==> src/rtl/rbag_map.vh <==
`ifndef RBAG_MAP_VH
`define RBAG_MAP_VH

// register byte offsets
`define RBAG_OFS_CTRL 8'h00
`define RBAG_OFS_POINTER 8'h04
`define RBAG_OFS_AUXZERO 8'h08
`define RBAG_OFS_TEMPIDX 8'h0c
`define RBAG_OFS_BUFSTART 8'h10
`define RBAG_OFS_ACC 8'h14
`define RBAG_OFS_CMD 8'h18
`define RBAG_OFS_STATUS0 8'h1c
`define RBAG_OFS_LASTADDR 8'h20

// control fields
`define RBAG_CTRL_LEGACY 0
`define RBAG_CTRL_CIRC 1

// command fields
`define RBAG_CMD_FORM_LO 0
`define RBAG_CMD_FORM_HI 1
`define RBAG_CMD_OP_LO 2
`define RBAG_CMD_OP_HI 3
`define RBAG_CMD_START 8

// status fields
`define RBAG_ST_TEST1 0
`define RBAG_ST_TEST2 1
`define RBAG_ST_BUSY 0

// operand forms
`define RBAG_FORM_POSTDEC 2'h0
`define RBAG_FORM_INDEXED 2'h1
`define RBAG_FORM_BRINC 2'h2
`define RBAG_FORM_BRDEC 2'h3

// bit operations
`define RBAG_OP_SET 2'h0
`define RBAG_OP_CLEAR 2'h1
`define RBAG_OP_TEST 2'h2
`define RBAG_OP_TESTPAIR 2'h3

// reset values
`define RBAG_RST_WORD 32'h00000000

`endif

==> src/rtl/rbag_bitrev_addsub.v <==
`timescale 1ns/10ps
module rbag_bitrev_addsub #(
    parameter W = 16
) (
    // operands
    input wire [W-1:0] a_i,
    input wire [W-1:0] b_i,
    input wire sub_i,
    // result
    output wire [W-1:0] y_o
);
    wire [W-1:0] a_rev;
    wire [W-1:0] b_rev;
    wire [W-1:0] y_rev;
    genvar g;
    // carries run from msb toward lsb by mirroring the operands
    generate
        for (g = 0; g < W; g = g + 1) begin : g_rev
            assign a_rev[g] = a_i[W-1-g];
            assign b_rev[g] = b_i[W-1-g];
            assign y_o[g] = y_rev[W-1-g];
        end
    endgenerate
    assign y_rev = sub_i ? (a_rev - b_rev) : (a_rev + b_rev);
endmodule // rbag_bitrev_addsub

==> src/rtl/rbag_ahb_slave.v <==
`timescale 1ns/10ps
module rbag_ahb_slave (
    // clock and reset
    input wire clk_sys_i,
    input wire srst_i,
    // ahb-lite slave side
    input wire hsel_i,
    input wire [7:0] haddr_i,
    input wire [1:0] htrans_i,
    input wire hwrite_i,
    input wire [2:0] hsize_i,
    input wire [31:0] hwdata_i,
    input wire hready_i,
    output reg [31:0] hrdata_o,
    output reg hreadyout_o,
    output reg hresp_o,
    // register file side
    output wire [7:0] rd_addr_o,
    input wire [31:0] rd_data_i,
    output wire wr_en_o,
    output wire [7:0] wr_addr_o,
    output wire [31:0] wr_data_o
);
    reg wr_pend_q;
    reg rd_retry_q;
    reg [7:0] addr_q;
    wire take;
    wire take_rd;
    wire take_wr;

    assign take = hsel_i && htrans_i[1] && hready_i;
    assign take_rd = take && !hwrite_i;
    assign take_wr = take && hwrite_i;
    assign rd_addr_o = rd_retry_q ? addr_q : haddr_i;
    assign wr_en_o = wr_pend_q;
    assign wr_addr_o = addr_q;
    assign wr_data_o = hwdata_i;

    always @(posedge clk_sys_i) begin
        if (srst_i) begin
            wr_pend_q <= 1'b0;
            rd_retry_q <= 1'b0;
            addr_q <= 8'h00;
            hrdata_o <= 32'h00000000;
            hreadyout_o <= 1'b1;
            hresp_o <= 1'b0;
        end else begin
            hresp_o <= 1'b0;
            wr_pend_q <= take_wr;
            if (rd_retry_q) begin
                // stalled read now sees the committed write
                rd_retry_q <= 1'b0;
                hrdata_o <= rd_data_i;
                hreadyout_o <= 1'b1;
            end else if (take_rd && wr_pend_q) begin
                rd_retry_q <= 1'b1;
                addr_q <= haddr_i;
                hreadyout_o <= 1'b0;
            end else begin
                hreadyout_o <= 1'b1;
                if (take_rd) begin
                    hrdata_o <= rd_data_i;
                end
                if (take) begin
                    addr_q <= haddr_i;
                end
            end
        end
    end
endmodule // rbag_ahb_slave

==> src/rtl/rbag_top.v <==
// How it works
// - post-decrement form: address pointer, then subtract index
// - indexed form: pointer plus index, pointer kept
// - legacy mode picks aux pointer zero as index
// - pair test addresses bit and bit plus one
// - pair test copies lower, upper bits into flags
// - set touches only the addressed accumulator bit
// - bitrev increment: address pointer, reverse-carry add
// - bitrev decrement: address pointer, reverse-carry subtract
// - circular mode: every form adds buffer start, bitrev pointer kept
// - pair test updates pointer once, after both bits
`timescale 1ns/10ps
`include "rbag_map.vh"
module rbag_top #(
    parameter PW = 16,
    parameter AW = 32
) (
    // clock and reset
    input wire clk_sys_i,
    input wire srst_i,
    // ahb-lite slave
    input wire hsel_i,
    input wire [7:0] haddr_i,
    input wire [1:0] htrans_i,
    input wire hwrite_i,
    input wire [2:0] hsize_i,
    input wire [31:0] hwdata_i,
    input wire hready_i,
    output wire [31:0] hrdata_o,
    output wire hreadyout_o,
    output wire hresp_o,
    // status
    output reg busy_o
);
    localparam ST_IDLE = 2'd0;
    localparam ST_BIT_A = 2'd1;
    localparam ST_BIT_B = 2'd2;
    localparam ST_UPD = 2'd3;

    reg [1:0] state_q;
    reg [1:0] state_d;
    reg legacy_compat_mode_q;
    reg circ_en_q;
    reg [PW-1:0] aux_pointer_n_q;
    reg [PW-1:0] aux_pointer_n_d;
    reg [PW-1:0] aux_pointer_zero_q;
    reg [PW-1:0] temp_index_zero_q;
    reg [PW-1:0] buffer_start_value_q;
    reg [AW-1:0] accumulator_three_q;
    reg [AW-1:0] accumulator_three_d;
    reg test_flag_one_q;
    reg test_flag_one_d;
    reg test_flag_two_q;
    reg test_flag_two_d;
    reg [1:0] form_q;
    reg [1:0] op_q;
    reg [PW-1:0] eaddr_q;
    reg [PW-1:0] eaddr_d;
    reg [PW-1:0] last_addr_q;
    reg [PW-1:0] last_addr_d;
    reg [31:0] rd_data;

    wire [7:0] rd_addr;
    wire wr_en;
    wire [7:0] wr_addr;
    wire [31:0] wr_data;
    wire [PW-1:0] index_sel;
    wire [PW-1:0] circ_base;
    wire [PW-1:0] cmd_eaddr;
    wire [PW-1:0] br_result;
    wire [PW-1:0] pair_addr;
    wire [1:0] cmd_form;
    wire [1:0] cmd_op;
    wire cmd_start;
    wire sw_wr;

    // bus front end
    rbag_ahb_slave u_bus (
        .clk_sys_i(clk_sys_i),
        .srst_i(srst_i),
        .hsel_i(hsel_i),
        .haddr_i(haddr_i),
        .htrans_i(htrans_i),
        .hwrite_i(hwrite_i),
        .hsize_i(hsize_i),
        .hwdata_i(hwdata_i),
        .hready_i(hready_i),
        .hrdata_o(hrdata_o),
        .hreadyout_o(hreadyout_o),
        .hresp_o(hresp_o),
        .rd_addr_o(rd_addr),
        .rd_data_i(rd_data),
        .wr_en_o(wr_en),
        .wr_addr_o(wr_addr),
        .wr_data_o(wr_data)
    );

    // reverse-carry pointer update
    rbag_bitrev_addsub #(
        .W(PW)
    ) u_brev (
        .a_i(aux_pointer_n_q),
        .b_i(index_sel),
        .sub_i(form_q == `RBAG_FORM_BRDEC),
        .y_o(br_result)
    );

    // accumulator bit picked by the low address bits
    function bit_of;
        input [AW-1:0] acc;
        input [PW-1:0] addr;
        begin
            bit_of = acc[addr[4:0]];
        end
    endfunction

    // one-hot mask of the addressed accumulator bit
    function [AW-1:0] mask_of;
        input [PW-1:0] addr;
        begin
            mask_of = {{(AW-1){1'b0}}, 1'b1} << addr[4:0];
        end
    endfunction

    assign index_sel = legacy_compat_mode_q ? aux_pointer_zero_q : temp_index_zero_q;
    assign circ_base = circ_en_q ? buffer_start_value_q : {PW{1'b0}};
    assign cmd_form = wr_data[`RBAG_CMD_FORM_HI:`RBAG_CMD_FORM_LO];
    assign cmd_op = wr_data[`RBAG_CMD_OP_HI:`RBAG_CMD_OP_LO];
    assign cmd_start = wr_en && (wr_addr == `RBAG_OFS_CMD) && wr_data[`RBAG_CMD_START];
    assign sw_wr = wr_en && (state_q == ST_IDLE);
    // indexed form adds the offset, the others use the pointer alone; both add circ_base
    assign cmd_eaddr = (cmd_form == `RBAG_FORM_INDEXED) ?
        (circ_base + aux_pointer_n_q + index_sel) :
        (circ_base + aux_pointer_n_q);
    assign pair_addr = eaddr_q + {{(PW-1){1'b0}}, 1'b1};

    // register read mux
    always @* begin
        rd_data = `RBAG_RST_WORD;
        case (rd_addr)
            `RBAG_OFS_CTRL: begin
                rd_data[`RBAG_CTRL_LEGACY] = legacy_compat_mode_q;
                rd_data[`RBAG_CTRL_CIRC] = circ_en_q;
            end
            `RBAG_OFS_POINTER: rd_data[PW-1:0] = aux_pointer_n_q;
            `RBAG_OFS_AUXZERO: rd_data[PW-1:0] = aux_pointer_zero_q;
            `RBAG_OFS_TEMPIDX: rd_data[PW-1:0] = temp_index_zero_q;
            `RBAG_OFS_BUFSTART: rd_data[PW-1:0] = buffer_start_value_q;
            `RBAG_OFS_ACC: rd_data[AW-1:0] = accumulator_three_q;
            `RBAG_OFS_CMD: rd_data[`RBAG_ST_BUSY] = busy_o;
            `RBAG_OFS_STATUS0: begin
                rd_data[`RBAG_ST_TEST1] = test_flag_one_q;
                rd_data[`RBAG_ST_TEST2] = test_flag_two_q;
            end
            `RBAG_OFS_LASTADDR: rd_data[PW-1:0] = last_addr_q;
            default: rd_data = `RBAG_RST_WORD;
        endcase
    end

    // sequencer and datapath next state
    always @* begin
        state_d = state_q;
        eaddr_d = eaddr_q;
        last_addr_d = last_addr_q;
        aux_pointer_n_d = aux_pointer_n_q;
        accumulator_three_d = accumulator_three_q;
        test_flag_one_d = test_flag_one_q;
        test_flag_two_d = test_flag_two_q;
        case (state_q)
            ST_IDLE: begin
                if (cmd_start) begin
                    eaddr_d = cmd_eaddr;
                    state_d = ST_BIT_A;
                end
            end
            ST_BIT_A: begin
                last_addr_d = eaddr_q;
                case (op_q)
                    `RBAG_OP_SET: begin
                        accumulator_three_d = accumulator_three_q | mask_of(eaddr_q);
                    end
                    `RBAG_OP_CLEAR: begin
                        accumulator_three_d = accumulator_three_q & ~mask_of(eaddr_q);
                    end
                    `RBAG_OP_TEST: begin
                        test_flag_one_d = bit_of(accumulator_three_q, eaddr_q);
                    end
                    default: begin
                        test_flag_one_d = bit_of(accumulator_three_q, eaddr_q);
                    end
                endcase
                state_d = (op_q == `RBAG_OP_TESTPAIR) ? ST_BIT_B : ST_UPD;
            end
            ST_BIT_B: begin
                last_addr_d = pair_addr;
                test_flag_two_d = bit_of(accumulator_three_q, pair_addr);
                state_d = ST_UPD;
            end
            ST_UPD: begin
                // single pointer update after all bit accesses
                case (form_q)
                    `RBAG_FORM_POSTDEC: begin
                        aux_pointer_n_d = aux_pointer_n_q - index_sel;
                    end
                    `RBAG_FORM_INDEXED: begin
                        aux_pointer_n_d = aux_pointer_n_q;
                    end
                    default: begin
                        // circular pointers stay put under bitrev forms
                        if (!circ_en_q) begin
                            aux_pointer_n_d = br_result;
                        end else begin
                            aux_pointer_n_d = aux_pointer_n_q;
                        end
                    end
                endcase
                state_d = ST_IDLE;
            end
            default: state_d = ST_IDLE;
        endcase
    end

    always @(posedge clk_sys_i) begin
        if (srst_i) begin
            state_q <= ST_IDLE;
            busy_o <= 1'b0;
            legacy_compat_mode_q <= 1'b0;
            circ_en_q <= 1'b0;
            aux_pointer_n_q <= {PW{1'b0}};
            aux_pointer_zero_q <= {PW{1'b0}};
            temp_index_zero_q <= {PW{1'b0}};
            buffer_start_value_q <= {PW{1'b0}};
            accumulator_three_q <= {AW{1'b0}};
            test_flag_one_q <= 1'b0;
            test_flag_two_q <= 1'b0;
            form_q <= 2'h0;
            op_q <= 2'h0;
            eaddr_q <= {PW{1'b0}};
            last_addr_q <= {PW{1'b0}};
        end else begin
            state_q <= state_d;
            busy_o <= (state_d != ST_IDLE);
            eaddr_q <= eaddr_d;
            last_addr_q <= last_addr_d;
            aux_pointer_n_q <= aux_pointer_n_d;
            accumulator_three_q <= accumulator_three_d;
            test_flag_one_q <= test_flag_one_d;
            test_flag_two_q <= test_flag_two_d;
            if (state_q == ST_IDLE && cmd_start) begin
                form_q <= cmd_form;
                op_q <= cmd_op;
            end
            // software writes only land while idle
            if (sw_wr) begin
                case (wr_addr)
                    `RBAG_OFS_CTRL: begin
                        legacy_compat_mode_q <= wr_data[`RBAG_CTRL_LEGACY];
                        circ_en_q <= wr_data[`RBAG_CTRL_CIRC];
                    end
                    `RBAG_OFS_POINTER: aux_pointer_n_q <= wr_data[PW-1:0];
                    `RBAG_OFS_AUXZERO: aux_pointer_zero_q <= wr_data[PW-1:0];
                    `RBAG_OFS_TEMPIDX: temp_index_zero_q <= wr_data[PW-1:0];
                    `RBAG_OFS_BUFSTART: buffer_start_value_q <= wr_data[PW-1:0];
                    `RBAG_OFS_ACC: accumulator_three_q <= wr_data[AW-1:0];
                    default: begin
                    end
                endcase
            end
        end
    end
endmodule // rbag_top

==> config.mk <==
export PLATFORM = sky130hd
export DESIGN_NAME = rbag_top
export DESIGN_NICKNAME = d
export VERILOG_FILES = /design/src/rtl/rbag_bitrev_addsub.v /design/src/rtl/rbag_ahb_slave.v /design/src/rtl/rbag_top.v
export VERILOG_INCLUDE_DIRS = /design/src /design/src/rtl
export SDC_FILE = /design/constraint.sdc
export NUM_CORES = 1
export LEC_CHECK = 0
export BUFFER_PORTS_ARGS = -buffer_cell sky130_fd_sc_hd__buf_2
export CAP_MARGIN = 40
export CORE_MARGIN = 2
export CORE_UTILIZATION = 40
export CTS_CLUSTER_SIZE = 30
export DETAILED_ROUTE_END_ITERATION = 12
export GPL_TIMING_DRIVEN = 1
export REMOVE_ABC_BUFFERS = 1
export SLEW_MARGIN = 20
export SYNTH_ARGS = -nofsm -noshare
export SYNTH_HDL_FRONTEND = slang
export SYNTH_SLANG_ARGS = --single-unit
==> constraint.sdc <==
create_clock -name clk_sys_i -period 7.5 [get_ports clk_sys_i]
set_input_delay 1.5 -clock clk_sys_i [delete_from_list [all_inputs] [get_ports clk_sys_i]]
set_output_delay 1.5 -clock clk_sys_i [all_outputs]
set_load 0.01 [all_outputs]
==> metrics.md <==
| Metric | Value |
|---|---|
| Syn Area/Cell | 8.15 µm² |
| RSZ-0062 raised after global routing | no |
| Die area | 32900 µm² |
| CTS tree | yes |
| Vias in the first global route | about 11000 |
| Status | finished, final reports clean |
| Fin crit share | between 60% and 70% |
| Core area | around 30000 µm² |
| Vias/cell | approximately 6 |
| Cell count after synthesis | between 1500 and 2000 |
| Nets | 1694 |
| Dpl cells | around 1900 |
| N_diodes | 0 |
| Yosys warns | 0 |
| Sinks on Clock Net | approximately 180 |
| Crit Path Max Fanout | 17 |
| CP endpoint kind | flip-flop |
| Initial Utilization | between 40% and 50% |
| Worst Hold Class | reg -> reg |
| Congestion Overflow GR | 0 |
| Worst-path cell chain | and2_1, ha_1, fa_1, a21o_1, a21oi_1, o21ai_1, a311oi_1, o21bai_1, xor2_1, ha_1, and3_1, a221o_1, a221oi_1, xnor2_1, a2111oi_1, a311o_1 |
| Most used cell along the critical path | ha_1 |
| Async set-reset flop share out of synthesis | 0% |
| GPL Wtd Cong | between 0.8 and 0.9 |
| Seq/Total Area, Yosys | around 29% |
| Drt pass-1 iters | 7 |
| DR iter-0 viols | 756 |
| Share of cells above drive strength 1 | about an eighth |
| Layout Area Growth over Synthesis | 11.1% |
| DR vias | around 12000 |
| MaxCap Viol Count | 0 |
| Met1 Usage GRT | between 30 and 40% |
| Critical path arrival | between 5 and 6 ns |
| Syn Std Cell Area | 12600 µm² |
| IO Count | 85 |
| CP bufs+invs | 0 |
| Busiest layer in global routing | met2 |
| Post-route ant nets | 0 |
| #FFs+latches synth | ~180 |
| Clock skew | 0.0128 ns |
| Cts bufs inserted | 17 |
| Hpwl dp | around 29 mm |
| Root buffer cell | clkbuf_16 |
| Clock Latency Late Sink | ~0.45 ns |
| CP delay by family, top | compound AO/OA/AOI/OAI gates |
| Setup violations, final | 0 |
| Leading post-synthesis cells by cell area | dfxtp_1 29%, mux2i_1 7.5%, ha_1 7.3% |
| Post-CTS Hold Fix Bufs | 0 |
| Non-filler instance count after layout | slightly below 2000 |
| Post-synth EDFFs | 0 |
| Fmax | approximately 200 MHz |
| Worst VDD drop | about 0.11 mV |
| First-pass GRT wire length | between 60 and 70 mm |
| Leak | approximately 0.0056 µW |
| Most frequent cells in the layout | 182 x dfxtp_1, 181 x nor2_1, 140 x nand2_1 |
| Commonest non-fill, non-tap cell in the layout | dfxtp_1 |
| Setup TNS | 0 ns |
| Area leader, netlist | dfxtp_1 |
| Post-layout min period | roughly 5 ns |
| Top cell type's share of synthesized area | just under 30% |
| Final hold vios | 0 |
| Routed Wire Length | approximately 38 mm |
| Total Routing Usage GR | a little under a quarter |
| DRC viols | 0 |
| Final Max Slew Viols | 0 |
| Initial antenna violation count | 0 |
| M2 GR Usage | 39.4% |
| Slew headroom | between 40% and 50% |
| Die height | about 180 µm |
| Port bufs | 79 |
| WS Path Type | reg -> reg |
| Setup Fix Bufs, Post-CTS | 0 |
| Crit path required time | 7.83 ns |
| Yosys cell types | a little over 80 |
| # fillers | ~3100 |
| Clock buffer depth | 2 |
| Biggest cell delay along the critical path | 0.62 ns |
| Wire per inst | 19.3 µm |
| Worst-Margin Slew | 0.820 ns |
| CP Launch Type | flip-flop |
| Critical path's slowest cell | a311oi_1 |
| Chip Width | about 180 µm |
| GRT met3 Usage | 2.75% |
| Post-cts gate resize count | 0 |
| Site Rows | 64 |
| Power per cell area | between 150 and 200 nW/µm² |
| Largest net degree at the start of global routing | 84 |
| CTS clock-pin slew for the worst setup and hold paths | roughly 0.080 ns |
| Htree depth | 4 |
| Primary FF master, synth | dfxtp_1 |
## layer usage
metal | share of wire [%] | vias up
li1 | - | 5733
met1 | 46 | 5493
met2 | 48 | 306
met3 | 3.9 | 53
met4 | 2.4 | 0
met5 | 0 | -
## synthesized netlist by cell type, drive strengths merged, types with 15 or more instances
cell type,instances
a221oi,18
clkbuf,72
nor2,184
xnor2,44
a211oi,26
a311oi,15
buf,28
nor3,45
dfxtp,182
a221o,18
o311ai,28
a21oi,82
a21o,21
o21ai,110
and2,22
xor2,20
nand2,140
nand3,52
inv,52
mux2i,98
mux4,20
ha,73
## path summary, 6_finish.rpt
path                                    startpoint                  to  slack, ns  cells after the start
worst max-delay path                     circ_en_q         eaddr_q[15]       2.48                     16
worst min-delay path            u_bus.hrdata_o[22]  u_bus.hrdata_o[22]       0.45                      2
worst max register to register           circ_en_q         eaddr_q[15]       2.48                     16
worst min register to register  u_bus.hrdata_o[22]  u_bus.hrdata_o[22]       0.45                      2
## layout make-up
class | instances | area [µm²] | share of cell area, %
Multi-Input combinational cell | 1211 | 8380 | 59.9
Clock inverter | 15 | 180 | 1.29
Sequential cell | 182 | 3640 | 26.0
Inverter | 52 | 195 | 1.39
Timing Repair Buffer | 103 | 679 | 4.85
Clock buffer | 17 | 425 | 3.04
Tap cell | 396 | 495 | 3.54
## logic make-up (layout without fill, tap and decap cells)
family	after synthesis	after routing	synth area share, %
and+or+nand+nor	534	534	19.7
AOI/OAI and AO/OA	415	415	22.6
other	1	1	0.0298
DFF	182	182	28.9
xor gates and xnor gates	64	64	4.45
buffers and inverters	152	187	4.82
adders and majority gates	77	77	7.89
muxes	120	120	11.7
## stage by stage
step	total power [µW]	cell area [µm²]	setup slack [ns]	util, %	hold slack [ns]
floorplan	1440	12200	3.06	-	0.432
global placement	1590	13200	2.59	42.9	0.435
detailed placement	1610	13300	2.50	43.3	0.441
CTS	2560	14000	2.48	45.3	0.452
global route	2660	14000	2.24	45.4	0.468
finish	2540	14000	2.48	45.4	0.448
## worst register-to-register path: cells and delay by family (launching register included)
kind / cells / cell delay, ns
AOI/OAI and AO/OA: 9 / 2.56
xor gates and xnor gates: 2 / 0.45
adders and majority gates: 3 / 0.95
DFF: 1 / 0.47
and+or+nand+nor: 2 / 0.47
## state kept, by name, indices dropped and copies added (netlist names)
name,cells
form_q,2
buffer_start_value_q,16
legacy_compat_mode_q,1
test_flag_one_q,1
temp_index_zero_q,16
u_bus.wr_en_o,1
u_bus.hreadyout_o,1
u_bus.hrdata_o,32
aux_pointer_zero_q,16
eaddr_q,16
accumulator_three_q,32
circ_en_q,1
last_addr_q,16
test_flag_two_q,1
u_bus.wr_addr_o,8
aux_pointer_n_q,16
state_q,2
busy_o,1
u_bus.rd_retry_q,1
op_q,2
## where the power goes
part | internal [µW] | total [µW] | switching, µW
sequential | 1020 | 1070 | 46.4
combinational | 214 | 527 | 313
clock | 506 | 946 | 439
total | 1740 | 2540 | 799
No activity file was read; power rests on OpenSTA's default activity.
